$ cat src/rtl/pfs_map.svh
/*
 program flow sequencer constants: opcodes, reset values, widths.
 assumes inclusion by the design modules.
*/
`ifndef PFS_MAP_SVH
`define PFS_MAP_SVH
`define PFS_PC_RESET 16'h0000
`define PFS_SP_RESET 8'h07
`define PFS_OP_LONG_JUMP 8'h02
`define PFS_OP_SHORT_JUMP 8'h80
`define PFS_OP_BIT_JUMP 8'h20
`define PFS_OP_LONG_CALL 8'h12
`define PFS_OP_SUB_EXIT 8'h22
`define PFS_OP_IRQ_EXIT 8'h32
`define PFS_OP_TABLE_PTR 8'h93
`define PFS_OP_TABLE_PC 8'h83
`define PFS_OP_EXT_WRITE 8'hF0
`define PFS_BLOCK_JUMP_MASK 8'h1F
`define PFS_BLOCK_JUMP_CODE 8'h01
`define PFS_BLOCK_MASK 16'hF800
`define PFS_LEN_ONE 16'h0001
`define PFS_LEN_TWO 16'h0002
`define PFS_LEN_THREE 16'h0003
`define PFS_SP_STEP 8'h01
`endif

$ cat src/rtl/pfs_pkg.sv
/*
 program flow sequencer types.
 assumes pfs_map.svh for numeric constants.
*/
package pfs_pkg;
   typedef enum logic [2:0] {
      PFS_OTHER, PFS_LONG_JUMP, PFS_SHORT_JUMP, PFS_BLOCK_JUMP, PFS_BIT_JUMP, PFS_LONG_CALL, PFS_EXIT,
      PFS_TABLE_READ
   } pfs_kind_type;
   typedef enum logic [3:0] {
      PFS_FETCH, PFS_OPND1, PFS_OPND2, PFS_EXEC, PFS_PUSH_LO, PFS_PUSH_HI,
      PFS_POP_HI, PFS_POP_LO, PFS_TABLE
   } pfs_state_type;
endpackage : pfs_pkg

$ cat src/rtl/pfs_stack_if.sv
/*
 carrier between sequencer and stack unit.
 assumes one clock domain.
*/
`timescale 1ns/1ps
interface pfs_stack_if;
   logic push;
   logic pop;
   logic [7:0] push_data;
   logic [7:0] sp;
   modport seq (output push, output pop, output push_data, input sp);
   modport stk (input push, input pop, input push_data, output sp);
endinterface : pfs_stack_if

$ cat src/rtl/pfs_seq.sv
/*
 program flow sequencer: pc, fetch, jumps, call/return, interrupt entry,
 code table reads, external-move redirection to code flash.
 assumes code memory answers a read in the same cycle (combinational
 code_data_in), stack ram read combinationally and written at the clock edge at stack_addr_out,
 bit value for the conditional branch supplied by the core alongside.
*/
// Function
// - table read loads code byte at acc+data_pointer, or at acc+next address
// - select bit sends external writes to flash unless flash protect set
// - select bit also lets writes erase page
// - program counter clears to zero at reset
// - fetch sequentially until flow change
// - bit-set jump branches only when bit one
// - branch target is next address plus displacement
// - long jump loads full target address
// - short jump uses signed next-relative displacement
// - in-block jump replaces low eleven bits
// - long jump and bit jump three bytes, other jumps two
// - long call pushes pc then jumps
// - return reloads pc popped from stack
// - interrupt diverts to handler, resumes after
// - stack pointer resets to 07, pre-increment push
// - pop reads then decrements stack pointer
`timescale 1ns/1ps
`include "pfs_map.svh"
module pfs_seq (
   // clock and reset
   input wire logic ref_clk_in,
   input wire logic rst_n_in,
   input wire logic ce_in,
   // code memory
   output logic [15:0] code_addr_out,
   input wire logic [7:0] code_data_in,
   // core state
   input wire logic [7:0] acc_in,
   input wire logic [15:0] data_pointer_in,
   input wire logic test_bit_in,
   input wire logic code_flash_write_select_in,
   input wire logic flash_protect_in,
   input wire logic page_erase_in,
   // interrupt
   input wire logic irq_req_in,
   input wire logic [15:0] irq_vector_in,
   output logic irq_ack_out,
   // stack ram
   output logic [7:0] stack_addr_out,
   output logic [7:0] stack_wdata_out,
   output logic stack_we_out,
   input wire logic [7:0] stack_rdata_in,
   // results
   output logic [15:0] pc_out,
   output logic [7:0] opcode_out,
   output logic acc_load_out,
   output logic [7:0] acc_data_out,
   output logic flash_write_out,
   output logic flash_erase_out,
   output logic xram_write_out,
   output logic [15:0] xwrite_addr_out
);
   pfs_stack_if st ();
   pfs_pkg::pfs_state_type state_q;
   pfs_pkg::pfs_state_type state_d;
   pfs_pkg::pfs_kind_type kind;
   logic [15:0] pc_q;
   logic [15:0] pc_d;
   logic [7:0] op_q;
   logic [7:0] b1_q;
   logic [7:0] b2_q;
   logic [15:0] ret_q;
   logic [15:0] tgt_q;
   logic [15:0] len;
   logic irq_q;
   logic [7:0] acc_q;
   logic acc_ld_q;
   logic fw_q;
   logic fe_q;
   logic xw_q;
   logic [15:0] xa_q;

   pfs_decode u_dec (
      .opcode_in(op_q),
      .kind_out(kind),
      .len_out(len)
   );
   pfs_stack u_stk (
      .ref_clk_in(ref_clk_in),
      .rst_n_in(rst_n_in),
      .ce_in(ce_in),
      .st(st.stk)
   );

   // next address after the whole instruction
   wire [15:0] next_pc = ret_q;
   wire [7:0] rel_byte = (op_q == `PFS_OP_BIT_JUMP) ? b2_q : b1_q;
   wire [15:0] rel_tgt = next_pc + {{8{rel_byte[7]}}, rel_byte};
   wire [15:0] abs_tgt = (next_pc & `PFS_BLOCK_MASK) | {5'h00, op_q[7:5], b1_q};
   wire [15:0] long_tgt = {b1_q, b2_q};
   wire take_bit_jump = test_bit_in;
   wire [15:0] table_addr = (op_q == `PFS_OP_TABLE_PTR) ? data_pointer_in + {8'h00, acc_in}
                                                      : next_pc + {8'h00, acc_in};
   wire is_xwrite = (op_q == `PFS_OP_EXT_WRITE);
   wire to_flash = is_xwrite && code_flash_write_select_in && !flash_protect_in;
   wire need2 = (len == `PFS_LEN_THREE);
   wire need1 = (len != `PFS_LEN_ONE);

   assign st.push = ce_in && (state_q == pfs_pkg::PFS_PUSH_LO || state_q == pfs_pkg::PFS_PUSH_HI);
   assign st.pop = ce_in && (state_q == pfs_pkg::PFS_POP_HI || state_q == pfs_pkg::PFS_POP_LO);
   // push writes at sp+1 (pre-increment), pop reads at sp
   assign st.push_data = (state_q == pfs_pkg::PFS_PUSH_LO) ? ret_q[7:0] : ret_q[15:8];
   assign stack_addr_out = st.push ? st.sp + `PFS_SP_STEP : st.sp;
   assign stack_wdata_out = st.push_data;
   assign stack_we_out = st.push;
   assign code_addr_out = (state_q == pfs_pkg::PFS_TABLE) ? table_addr : pc_q;
   assign irq_ack_out = ce_in && state_q == pfs_pkg::PFS_FETCH && irq_req_in;
   assign pc_out = pc_q;
   assign opcode_out = op_q;
   assign acc_load_out = acc_ld_q;
   assign acc_data_out = acc_q;
   assign flash_write_out = fw_q;
   assign flash_erase_out = fe_q;
   assign xram_write_out = xw_q;
   assign xwrite_addr_out = xa_q;

   always_comb begin
      state_d = state_q;
      pc_d = pc_q;
      case (state_q)
         pfs_pkg::PFS_FETCH: begin
            if (irq_req_in) begin
               state_d = pfs_pkg::PFS_PUSH_LO;
            end else begin
               pc_d = pc_q + `PFS_LEN_ONE;
               state_d = pfs_pkg::PFS_OPND1;
            end
         end
         pfs_pkg::PFS_OPND1: begin
            if (need1) begin
               pc_d = pc_q + `PFS_LEN_ONE;
            end
            state_d = need2 ? pfs_pkg::PFS_OPND2 : pfs_pkg::PFS_EXEC;
         end
         pfs_pkg::PFS_OPND2: begin
            pc_d = pc_q + `PFS_LEN_ONE;
            state_d = pfs_pkg::PFS_EXEC;
         end
         pfs_pkg::PFS_EXEC: begin
            state_d = pfs_pkg::PFS_FETCH;
            case (kind)
               pfs_pkg::PFS_LONG_JUMP: pc_d = long_tgt;
               pfs_pkg::PFS_SHORT_JUMP: pc_d = rel_tgt;
               pfs_pkg::PFS_BLOCK_JUMP: pc_d = abs_tgt;
               pfs_pkg::PFS_BIT_JUMP: pc_d = take_bit_jump ? rel_tgt : next_pc;
               pfs_pkg::PFS_LONG_CALL: state_d = pfs_pkg::PFS_PUSH_LO;
               pfs_pkg::PFS_EXIT: state_d = pfs_pkg::PFS_POP_HI;
               pfs_pkg::PFS_TABLE_READ: state_d = pfs_pkg::PFS_TABLE;
               default: pc_d = next_pc;
            endcase
         end
         pfs_pkg::PFS_PUSH_LO: state_d = pfs_pkg::PFS_PUSH_HI;
         pfs_pkg::PFS_PUSH_HI: begin
            pc_d = irq_q ? irq_vector_in : long_tgt;
            state_d = pfs_pkg::PFS_FETCH;
         end
         pfs_pkg::PFS_POP_HI: state_d = pfs_pkg::PFS_POP_LO;
         pfs_pkg::PFS_POP_LO: begin
            pc_d = {tgt_q[15:8], stack_rdata_in};
            state_d = pfs_pkg::PFS_FETCH;
         end
         pfs_pkg::PFS_TABLE: state_d = pfs_pkg::PFS_FETCH;
         default: state_d = pfs_pkg::PFS_FETCH;
      endcase
   end

   always_ff @(posedge ref_clk_in or negedge rst_n_in) begin
      if (!rst_n_in) begin
         state_q <= pfs_pkg::PFS_FETCH;
         pc_q <= `PFS_PC_RESET;
      end else if (ce_in) begin
         state_q <= state_d;
         pc_q <= pc_d;
      end
   end

   // instruction bytes and return address capture
   always_ff @(posedge ref_clk_in or negedge rst_n_in) begin
      if (!rst_n_in) begin
         op_q <= 8'h00;
         b1_q <= 8'h00;
         b2_q <= 8'h00;
         ret_q <= 16'h0000;
         irq_q <= 1'b0;
      end else if (ce_in) begin
         if (state_q == pfs_pkg::PFS_FETCH) begin
            op_q <= irq_req_in ? 8'h00 : code_data_in;
            irq_q <= irq_req_in;
            ret_q <= irq_req_in ? pc_q : pc_q + `PFS_LEN_ONE;
         end
         if (state_q == pfs_pkg::PFS_OPND1 && need1) begin
            b1_q <= code_data_in;
            ret_q <= pc_q + `PFS_LEN_ONE;
         end
         if (state_q == pfs_pkg::PFS_OPND2) begin
            b2_q <= code_data_in;
            ret_q <= pc_q + `PFS_LEN_ONE;
         end
         if (state_q == pfs_pkg::PFS_EXEC) begin
            irq_q <= 1'b0;
         end
      end
   end

   // popped high byte held until low byte arrives
   always_ff @(posedge ref_clk_in or negedge rst_n_in) begin
      if (!rst_n_in) begin
         tgt_q <= 16'h0000;
      end else if (ce_in && state_q == pfs_pkg::PFS_POP_HI) begin
         tgt_q <= {stack_rdata_in, 8'h00};
      end
   end

   // table read result and external write steering
   always_ff @(posedge ref_clk_in or negedge rst_n_in) begin
      if (!rst_n_in) begin
         acc_q <= 8'h00;
         acc_ld_q <= 1'b0;
         fw_q <= 1'b0;
         fe_q <= 1'b0;
         xw_q <= 1'b0;
         xa_q <= 16'h0000;
      end else if (ce_in) begin
         acc_ld_q <= (state_q == pfs_pkg::PFS_TABLE);
         if (state_q == pfs_pkg::PFS_TABLE) begin
            acc_q <= code_data_in;
         end
         fw_q <= state_q == pfs_pkg::PFS_EXEC && to_flash && !page_erase_in;
         fe_q <= state_q == pfs_pkg::PFS_EXEC && to_flash && page_erase_in;
         xw_q <= state_q == pfs_pkg::PFS_EXEC && is_xwrite && !code_flash_write_select_in;
         if (state_q == pfs_pkg::PFS_EXEC && is_xwrite) begin
            xa_q <= data_pointer_in;
         end
      end
   end
endmodule : pfs_seq

$ cat src/rtl/pfs_stack.sv
/*
 stack pointer unit: pre-increment push, post-decrement pop.
 assumes push and pop never asserted together.
*/
`timescale 1ns/1ps
`include "pfs_map.svh"
module pfs_stack (
   // clock and reset
   input wire logic ref_clk_in,
   input wire logic rst_n_in,
   input wire logic ce_in,
   // carrier
   pfs_stack_if.stk st
);
   logic [7:0] sp_q;
   logic [7:0] sp_d;
   assign sp_d = st.push ? sp_q + `PFS_SP_STEP : (st.pop ? sp_q - `PFS_SP_STEP : sp_q);
   assign st.sp = sp_q;
   always_ff @(posedge ref_clk_in or negedge rst_n_in) begin
      if (!rst_n_in) begin
         sp_q <= `PFS_SP_RESET;
      end else if (ce_in) begin
         sp_q <= sp_d;
      end
   end
endmodule : pfs_stack

$ cat src/rtl/pfs_decode.sv
/*
 opcode classifier and instruction length.
 assumes opcode is the first byte of a standard encoding.
*/
`timescale 1ns/1ps
`include "pfs_map.svh"
module pfs_decode (
   // opcode in
   input wire logic [7:0] opcode_in,
   // class out
   output pfs_pkg::pfs_kind_type kind_out,
   output logic [15:0] len_out
);
   wire is_block_jump = (opcode_in & `PFS_BLOCK_JUMP_MASK) == `PFS_BLOCK_JUMP_CODE;
   assign kind_out = (opcode_in == `PFS_OP_LONG_JUMP) ? pfs_pkg::PFS_LONG_JUMP :
                     (opcode_in == `PFS_OP_SHORT_JUMP) ? pfs_pkg::PFS_SHORT_JUMP :
                     is_block_jump ? pfs_pkg::PFS_BLOCK_JUMP :
                     (opcode_in == `PFS_OP_BIT_JUMP) ? pfs_pkg::PFS_BIT_JUMP :
                     (opcode_in == `PFS_OP_LONG_CALL) ? pfs_pkg::PFS_LONG_CALL :
                     (opcode_in == `PFS_OP_SUB_EXIT || opcode_in == `PFS_OP_IRQ_EXIT) ? pfs_pkg::PFS_EXIT :
                     (opcode_in == `PFS_OP_TABLE_PTR || opcode_in == `PFS_OP_TABLE_PC) ? pfs_pkg::PFS_TABLE_READ :
                     pfs_pkg::PFS_OTHER;
   assign len_out = (opcode_in == `PFS_OP_LONG_JUMP || opcode_in == `PFS_OP_LONG_CALL ||
                     opcode_in == `PFS_OP_BIT_JUMP) ? `PFS_LEN_THREE :
                    (opcode_in == `PFS_OP_SHORT_JUMP || is_block_jump) ? `PFS_LEN_TWO : `PFS_LEN_ONE;
endmodule : pfs_decode

$ cat config.mk
export PLATFORM = sky130hd
export DESIGN_NAME = pfs_seq
export DESIGN_NICKNAME = d
export VERILOG_FILES = /design/src/rtl/pfs_pkg.sv /design/src/rtl/pfs_stack_if.sv /design/src/rtl/pfs_seq.sv /design/src/rtl/pfs_stack.sv /design/src/rtl/pfs_decode.sv
export VERILOG_INCLUDE_DIRS = /design/src /design/src/rtl
export SDC_FILE = /design/constraint.sdc
export NUM_CORES = 1
export LEC_CHECK = 0
export ABC_CLOCK_PERIOD_IN_PS = 3600
export BUFFER_PORTS_ARGS = -buffer_cell sky130_fd_sc_hd__buf_4
export CAP_MARGIN = 20
export CORE_ASPECT_RATIO = 1.25
export CORE_MARGIN = 2
export CORE_UTILIZATION = 35
export DETAILED_ROUTE_END_ITERATION = 12
export PLACE_DENSITY_LB_ADDON = 0.2
export SKIP_CTS_REPAIR_TIMING = 1
export SYNTH_ARGS = -nofsm -noshare
export SYNTH_HDL_FRONTEND = slang
export SYNTH_HIERARCHICAL = 1
export SYNTH_SLANG_ARGS = --single-unit
$ cat constraint.sdc
create_clock -name ref_clk_in -period 3.6 [get_ports ref_clk_in]
set_input_delay 0.54 -clock ref_clk_in [delete_from_list [all_inputs] [get_ports ref_clk_in]]
set_output_delay 0.54 -clock ref_clk_in [all_outputs]
set_load 0.02 [all_outputs]
# Word level (Yosys, flattened, before mapping)
# Cells that the tools add are included.
# totals
out_inout_bits	86
reg_bits	105
word_cells	121
# classes
n_mux	32
addsub	6
bitwise_logic	1
n_reduce_logical	38
eq_ne	29
# ops
operator	n
$mux W16	9
$pmux W16 S6	1
$pmux W16 S5	1
$mux W8	6
$add A16 B8 Y16	2
$eq A8 B8 Y1 const B	4
$eq A8 B6 Y1 const B	3
$mux W3	8
$pmux W4 S6	1
$add A16 B1 Y16 const B	1
$add A16 B16 Y16	1
$eq A16 B2 Y1 const B	1
$eq A4 B3 Y1 const B	4
$ne A16 B1 Y1 const B	1
$or A16 B11 Y16	1
$reduce_and A2 Y1	8
$logic_and A1 B1 Y1	13
$eq A3 B3 Y1 const B	4
$pmux W4 S3	1
$add A8 B1 Y8 const B	1
$eq A4 B2 Y1 const B	2
$eq A8 B2 Y1 const B	1
$eq A8 B5 Y1 const B	1
$sub A8 B1 Y8 const B	1
16 further kinds	30

# Longest topological paths before layout
# Gate-level depths: netlist of run 1.
# depth
depth_word	13
depth_mapped	13
ltp_nobuf	12

# By module
# Netlist of run 1, hierarchy kept.
# modules_own_cells
mod	cells_per_inst	area_each_um2	instances
pfs_seq	912	7990.2	1
pfs_stack	71	671.9	1
pfs_decode	35	241.5	1

# Worst setup path after synthesis of run 1
# No wires, ideal clock.
# synth_timing
path_type	reg-to-output
startpoint	register op_q[1], in the netlist opcode_out[1]
endpoint	output code_addr_out[7]
t_arrival_ps	3390
stages_incl_launch_ff	13
t_required_ps	3060
slack_ps	-330
path_cell_list	dfrtp_1 -> or4bb_1 -> nor2_2 -> buf_2 -> nand2_1 -> o21ai_0 -> ha_1 -> a211oi_1 -> o21ai_0 -> a21o_1 -> a21oi_1 -> xor2_1 -> o21ai_0
# synth_via
elab_chain_len	3
# synth_lines
element	line_no	rtl
start, declared	pfs_seq.sv:67	logic [7:0] op_q;
start signal, assigned	pfs_seq.sv:195	op_q <= irq_req_in ? 8'h00 : code_data_in;
$eq A8 B8 Y1 (no source line)	-	
$mux W16	pfs_seq.sv:100	wire [15:0] table_addr = (op_q == `PFS_OP_TABLE_PTR) ? data_pointer_in + {8'h00, acc_in}
$mux W16	pfs_seq.sv:114	assign code_addr_out = (state_q == pfs_pkg::PFS_TABLE) ? table_addr : pc_q;
end, declared	pfs_seq.sv:33	output logic [15:0] code_addr_out,
# No other way between the ends.

# Final worst setup path of run 1
# layout_timing
startpoint	register op_q[3], in the netlist opcode_out[3]
endpoint	output code_addr_out[11]
# The elaborated chain is that of the path after synthesis.

==> results of run 1 <==
==> flip-flops by register name, summed over array words and instances, names as in the netlist <==
signal	cells
xram_write_out	1
flash_write_out	1
flash_erase_out	1
b1_q	8
irq_q	1
xwrite_addr_out	16
b2_q	8
acc_load_out	1
pc_out	16
u_stk/st.sp	8
tgt_q	8
state_q	4
opcode_out	8
next_pc	16
acc_data_out	8
==> critical path, cell delays in order, from the launching register on <==
cell	delay [ps]
dfrtp_2	410
or4bb_4	570
nor2_4	190
nand2_1	90
o21ai_2	90
ha_1	290
a211oi_2	340
o21ai_2	140
a21o_4	260
and4_1	150
o21ai_1	130
o211ai_1	120
buf_4	180
==> kinds of logic (layout without fill, tap and decap cells) <==
| kind of cell | after synthesis | after routing | synth area share (%) |
|---|---|---|---|
| xor gates and xnor gates | 58 | 58 | 5.71 |
| adders and majority gates | 36 | 36 | 5.28 |
| buffers and inverters | 99 | 269 | 5.85 |
| DFF | 105 | 105 | 29.6 |
| AOI/OAI and AO/OA | 279 | 279 | 20.8 |
| other | 1 | 14 | 0.0421 |
| and+or+nand+nor | 335 | 335 | 20.0 |
| muxes | 105 | 105 | 12.7 |
==> Yosys cell counts, drive strengths merged, types with 16 or more instances <==
cell / count
nor2: 61
ha: 32
o21ai: 94
a21oi: 58
nand2: 120
buf: 47
inv: 28
dfrtp: 102
nand2b: 19
nand3: 28
xor2: 18
clkbuf: 24
a211oi: 16
xnor2: 40
nand4: 19
mux2: 66
mux2i: 39
==> placed cells by master (no fill, tap or decap), types with 8 or more instances in the layout <==
master / synthesis / layout
mux2_2: 65 / 65
o21ai_0: 83 / 69
nand4_1: 19 / 19
nand3_1: 28 / 27
o22ai_1: 11 / 11
ha_1: 32 / 28
xor2_1: 18 / 15
a21o_1: 10 / 9
conb_1: 1 / 14
a21oi_1: 56 / 49
a21oi_2: 1 / 8
a31oi_1: 10 / 10
nand2_1: 116 / 113
dfrtp_1: 102 / 97
buf_4: 21 / 221
and3_1: 8 / 8
clkbuf_16: 0 / 9
o21ai_1: 9 / 17
a211oi_1: 15 / 12
mux2i_1: 39 / 39
inv_1: 28 / 28
o21ai_2: 2 / 8
o211ai_1: 8 / 8
nor2_1: 60 / 59
nand2b_1: 19 / 19
xnor2_1: 40 / 40
==> report_power, final <==
part / switching, mW / internal, mW / total [mW]
Sequential: 0.811 / 1.62 / 2.43
Clock: 0.559 / 0.506 / 1.06
Combinational: 4.07 / 3.29 / 7.35
==> routing by layer <==
metal  vias to the layer above  part of all wire [%]  wire length (um)  GRT usage [%]
met5                         -                     0                 0              0
met3                        47                   4.6              1410           2.68
met4                         0                   3.1               958           7.88
met1                      4030                    45             13700           30.4
li1                       4081                     -                 -              -
met2                       281                    47             14600           37.7
==> final timing paths <==
check	end	startpoint	slack, ps	cells past startpoint
min	xwrite_addr_out[11]	rst_n_in	220	1
min reg2reg	xwrite_addr_out[13]	xwrite_addr_out[13]	510	1
max	code_addr_out[11]	opcode_out[3]	-280	12
min in group ref_clk_in	xwrite_addr_out[6]	data_pointer_in[6]	410	2
max in group asynchronous	b1_q[6]	rst_n_in	2460	3
max reg2reg	pc_out[12]	opcode_out[6]	-20	14
==> area by class of cell <==
cell class                      count  area share [%]
Multi-Input combinational cell    827            53.9
Sequential cell                   105            23.4
Timing Repair Buffer              225            15.2
Tap cell                          335            3.72
Clock buffer                        9            2.00
Inverter                           28           0.934
Clock inverter                      7           0.789
==> qor.txt, run 1 <==
Die H = 182 um
post-route setup TNS = -2300 ps
ys async rst share = 100%
# IOs = 150
Yosys warnings = 6
Layout Skew = 18.5 ps
Synth cell types = 101
final critical-path share of the clock period = 108%
Die Width = 147 um
largest cells by area after synthesis = dfrtp_1 29%, mux2_2 8.2%, nand2_1 4.9%
Starting DRT DRC Count = 444
Area growth, synth to finish = 26.4%
startpoint types = flip-flop
total power = 10.8 mW
Synth top area share = 28.7%
# placed instances = 1513
Leak = 4.83 nW
hpwl dp = 23.9 mm
clock latency at the later pin of the worst-skew pair = 370 ps
Hold WS = 216 ps
num rows = 65
diodes inserted = 0
WP data required = 3060 ps
initial core utilization = 35.4%
CTS root buf = clkbuf_16
Peak Freq = 258 MHz
# nets final = 1295
mapped cell area = 8900 sq um
cells after synthesis = 1018
wire length per cell = 20.0 um
Slew headroom = 42.0%
actual slew at the worst max-slew pin = 864 ps
IO buf count = 149
GRT Util Overall = 22.6%
Avg Cell Area, Syn = 8.75 sq um
antenna violations before repair = 0
final core utilization = 44.8%
detailed-route DRC error count = 0
DR pass1 iterations = 7
clk buf depth = 2
DR vias/cell = 5.49
die area = 26700 sq um
multi-input logic area = 6070 sq um
max-slew violations = 0
CORE AREA = 25100 sq um
Max Cap Violations = 0
CTS tree = done
RSZ-0062 raised after global routing = yes
Cell Area, Placed = 10600 sq um
failing checks = negative setup slack
Fillers = 2535
Setup violations, final = 12
vias in the first global route = 8181
Crit Path Max Fanout = 7
Yosys reg bits = 105
Final min period = 3880 ps
HP Class = input port to asynchronous set/reset pin
Worst-path clk slew = 90 ps
Clock Sinks = 105
sequential-to-total area share from yosys stat = 29.6%
final WL = 30.7 mm
CP endpoint kind = primary output
register area = 2640 sq um
PwrDens = 964 nW/um^2
Synth area leader = dfrtp_1
status = complete, but fails checks
dpl ws = -151 ps
first-pass GRT wire length = 47.1 mm
worst vdd ir = 0.315 mV
Setup WS post-layout = -279 ps
total CTS buffers = 9
number of enable flip-flop cells after synthesis = 0
Final Non-Filler Cells = 1536
Final Cell Area = 11300 sq um
Final GP Congestion = 0.921
final hold violation count = 0
ANT nets after route = 0
htree depth = 3
share of cells above drive strength 1 = 32.7%
overflow left after global routing = 0
largest net degree at the start of global routing = 53
vias post-DR = 8439
Worst Path Arrival = 3340 ps
CP Class = flip-flop to primary output
ys flop type = dfrtp_1
No activity file was read; power rests on OpenSTA's default activity.
==> run 2: changes to the inputs <==
--- a/config.mk
+++ b/config.mk
@@ -11,7 +11,7 @@
 export CAP_MARGIN = 20
 export CORE_ASPECT_RATIO = 1.25
 export CORE_MARGIN = 2
-export CORE_UTILIZATION = 35
+export CORE_UTILIZATION = 50
 export DETAILED_ROUTE_END_ITERATION = 12
 export PLACE_DENSITY_LB_ADDON = 0.2
 export SKIP_CTS_REPAIR_TIMING = 1
==> qor.txt, run 2 (synthesis gave the netlist of run 1 again) <==
CP Class = flip-flop to primary output
Crit Path Max Fanout = 5
Layout Skew = 9.46 ps
hpwl dp = 21.4 mm
# nets final = 1282
Max Cap Violations = 0
PwrDens = 957 nW/um^2
total CTS buffers = 9
die area = 18900 sq um
Worst Setup SP = opcode_out[6]
Worst-path clk slew = 80 ps
Final GP Congestion = 0.981
Cell Area, Placed = 10400 sq um
Reg-to-Reg End = pc_out[11]
CTS tree = done
vias in the first global route = 8039
R2R cell count = 15
diodes inserted = 0
detailed-route DRC error count = 0
Die Width = 123 um
Fillers = 1552
GRT Util Overall = 29.7%
most frequent cells in the layout = 208 x buf_4, 111 x nand2_1, 96 x dfrtp_1
Setup violations, final = 9
largest net degree at the start of global routing = 57
status = complete, but fails checks
num rows = 54
R2R Setup Slk = 30 ps
htree depth = 3
ANT nets after route = 0
Starting DRT DRC Count = 583
Final Cell Area = 10900 sq um
overflow left after global routing = 0
failing checks = negative setup slack
final WL = 28.0 mm
WP data required = 3060 ps
Area growth, synth to finish = 22.7%
IO buf count = 149
Final min period = 3850 ps
share of cells above drive strength 1 = 31.6%
Die H = 153 um
Crit Reg-Reg Startpoint = opcode_out[6]
final hold violation count = 0
final critical-path share of the clock period = 107%
CTS root buf = clkbuf_16
first-pass GRT wire length = 43.5 mm
initial core utilization = 51.1%
Leak = 4.73 nW
antenna violations before repair = 0
actual slew at the worst max-slew pin = 806 ps
Setup WS post-layout = -250 ps
# IOs = 150
clock latency at the later pin of the worst-skew pair = 360 ps
Worst Path Arrival = 3310 ps
RSZ-0062 raised after global routing = yes
Slew headroom = 46.0%
commonest non-fill, non-tap cell in the layout = buf_4
CP endpoint = code_addr_out[12]
post-route setup TNS = -1540 ps
max-slew violations = 0
Clock Sinks = 105
wire length per cell = 19.8 um
DR vias/cell = 6.02
Peak Freq = 260 MHz
CORE AREA = 17400 sq um
DR pass1 iterations = 5
clk buf depth = 2
HP Class = input port to asynchronous set/reset pin
startpoint types = flip-flop
CP endpoint kind = primary output
worst vdd ir = 0.429 mV
vias post-DR = 8500
[run 2: cell types whose count changed in the layout (fill, tap and decap cells not counted), moves of 3 or more]
cell	change
xor2_2	-3
xor2_1	+3
buf_4	-13
o21ai_2	+3
o21ai_1	-4
[run 2: final cells by class]
cell class / instances / area [sq um] / share of cell area (%)
clock buffers: 10 / 239 / 2.19
clock inverters: 6 / 50.0 / 0.458
inverters: 28 / 105 / 0.962
multi-input cells: 827 / 6000 / 54.9
flip-flops and latches: 105 / 2640 / 24.1
well taps: 224 / 280 / 2.56
repair buffers: 212 / 1620 / 14.8
[run 2: layer usage]
metal	GRT usage, %	wire (um)	up-vias
li1	-	-	4065
met1	39.9	11700	4010
met2	45.9	12900	356
met3	4.51	1950	69
met4	15.3	1350	0
met5	0	0	-
[run 2: worst min-delay path by stage]
stage                          endpoint  cells after the start                start
floorplan               acc_data_out[0]                      0             rst_n_in
global placement    xwrite_addr_out[11]                      2  xwrite_addr_out[11]
detailed placement  xwrite_addr_out[11]                      2  xwrite_addr_out[11]
CTS                     acc_data_out[4]                      1             rst_n_in
global route            acc_data_out[2]                      1             rst_n_in
finish                  acc_data_out[4]                      1             rst_n_in
[run 2: critical path: stages (launching register included)]
cell      delay [ps]
dfrtp_2          430
or4bb_4          540
nor2_4           230
nand2_1          110
nand2_2           80
ha_4             150
fa_2             220
a21oi_2           70
o211ai_1         320
o21a_2           230
nand2_1           80
xor2_1           170
o221ai_2         160
buf_4            170
[run 2: per-stage QoR]
stage | util [%] | hold slack [ps] | total power, mW | setup WS, ps | cells
floorplan | - | 244 | 6.91 | 17.6 | 1031
global placement | 59.7 | 480 | 9.03 | 51.2 | 1388
detailed placement | 59.7 | 493 | 9.11 | -2.10 | 1388
CTS | 61.3 | 272 | 10.1 | -408 | 1404
global route | 62.7 | 295 | 11.2 | -378 | 1412
finish | 62.7 | 239 | 10.5 | -250 | 1412
[run 2: power by group]
| group | leakage (nW) | internal (mW) | switching (mW) |
|---|---|---|---|
| Sequential | 1.32 | 1.62 | 0.867 |
| Clock | 0.141 | 0.499 | 0.496 |
| Combinational | 3.27 | 3.13 | 3.86 |
==> run 3: changes to the inputs <==
==> constraint.sdc (replaced) <==
create_clock -name ref_clk_in -period 3.6 [get_ports ref_clk_in]
set_input_delay 0.54 -clock ref_clk_in [delete_from_list [all_inputs] [get_ports ref_clk_in]]
set_output_delay 0.54 -clock ref_clk_in [all_outputs]
set_load 0.01 [all_outputs]
==> qor.txt, run 3 (synthesis gave the netlist of run 1 again) <==
Worst Path Arrival = 3300 ps
Max Cap Violations = 0
DR vias/cell = 6.06
Area growth, synth to finish = 22.2%
Setup WS post-layout = -239 ps
Crit Path Max Fanout = 5
multi-input logic area = 6020 sq um
CTS root buf = clkbuf_16
ANT nets after route = 0
clk buf depth = 2
# IOs = 150
Clock Sinks = 105
CP Class = flip-flop to primary output
actual slew at the worst max-slew pin = 870 ps
antenna violations before repair = 0
final critical-path share of the clock period = 107%
Crit Reg-Reg Startpoint = opcode_out[6]
# nets final = 1275
most frequent cells in the layout = 202 x buf_4, 108 x nand2_1, 100 x dfrtp_1
CORE AREA = 17400 sq um
die area = 18900 sq um
detailed-route DRC error count = 0
final hold violation count = 0
Reg-to-Reg End = pc_out[12]
Die H = 153 um
Die Width = 123 um
final WL = 28.0 mm
Levels on crit path = 14
vias in the first global route = 7884
register area = 2630 sq um
worst vdd ir = 0.394 mV
R2R cell count = 11
commonest non-fill, non-tap cell in the layout = buf_4
HP Class = input port to asynchronous set/reset pin
cell mode on critical path = nand2_2
crit path cell chain = or4bb_4 -> nor2_4 -> buf_6 -> buf_8 -> nand2_2 -> nand2_2 -> ha_4 -> nand3_2 -> o211ai_1 -> o21a_2 -> nand2_1 -> xor2_1 -> o221ai_1 -> buf_4
Final GP Congestion = 0.984
clock latency at the later pin of the worst-skew pair = 370 ps
Peak Freq = 260 MHz
wire length per cell = 19.9 um
cell family with most CP delay = simple AND/OR/NAND/NOR gates
Worst-path clk slew = 80 ps
Layout Skew = 11.1 ps
Final min period = 3840 ps
GRT Util Overall = 29.2%
crit path buf inv count = 3
Slew headroom = 41.6%
Starting DRT DRC Count = 621
IO buf count = 149
failing checks = negative setup slack
largest net degree at the start of global routing = 66
diodes inserted = 0
Cell Area, Placed = 10300 sq um
max-slew violations = 0
initial core utilization = 51.1%
CTS tree = done
first-pass GRT wire length = 42.7 mm
PwrDens = 929 nW/um^2
vias post-DR = 8520
total CTS buffers = 9
Leak = 4.70 nW
total power = 10.1 mW
RSZ-0062 raised after global routing = yes
overflow left after global routing = 0
CP endpoint kind = primary output
WP data required = 3060 ps
R2R Setup Slk = -130 ps
Setup violations, final = 21
num rows = 54
htree depth = 3
final core utilization = 62.4%
Hold WS = 255 ps
share of cells above drive strength 1 = 30.6%
Final Cell Area = 10900 sq um
Worst path max stage delay = 570 ps
Fillers = 1529
hpwl dp = 21.2 mm
status = complete, but fails checks
CP max-delay cell = or4bb_4
startpoint types = flip-flop
DR pass1 iterations = 5
## run 3: cell type report
class / instances / share of cell area (%)
repair buffers: 205 / 14.3
clock inverters: 7 / 0.564
flip-flops and latches: 105 / 24.2
multi-input cells: 827 / 55.3
clock buffers: 9 / 2.07
well taps: 224 / 2.58
inverters: 28 / 0.966
## run 3: worst max-delay path by stage
stage	startpoint	end	slack [ps]
global placement	opcode_out[6]	pc_out[11]	70
CTS	opcode_out[3]	code_addr_out[11]	-350
floorplan	opcode_out[3]	code_addr_out[10]	20
finish	opcode_out[6]	code_addr_out[12]	-240
global route	opcode_out[6]	code_addr_out[11]	-340
detailed placement	opcode_out[6]	pc_out[12]	20
## run 3: worst register-to-register path, stage by stage, from the launching register on
cell and delay, ps:
dfrtp_1 420, buf_4 180, nor4b_1 510, nand2_1 200, buf_4 220, mux2_2 390
ha_1 440, mux2i_1 260, o22ai_1 110, a2111oi_0 560, buf_4 230, a31oi_1 80
## run 3: per-stage QoR
stage	std cells	TNS, ps	worst slack [ps]
floorplan	1031	0	23.4
global placement	1384	0	67.9
detailed placement	1384	0	17.0
CTS	1400	-2940	-353
global route	1405	-5090	-338
finish	1405	-1900	-239
## run 3: per-layer routing
| layer | global-route usage (%) | vias up | wire length [um] |
|---|---|---|---|
| met2 | 46.4 | 345 | 13300 |
| met5 | 0 | - | 0 |
| li1 | - | 4053 | - |
| met1 | 39.2 | 4070 | 11700 |
| met3 | 3.92 | 52 | 1950 |
| met4 | 13.5 | 0 | 979 |
## run 3: power breakdown
group | leakage [nW] | internal, mW | switching, mW
Clock | 0.140 | 0.484 | 0.510
Combinational | 3.24 | 3.05 | 3.58
Sequential | 1.33 | 1.61 | 0.868
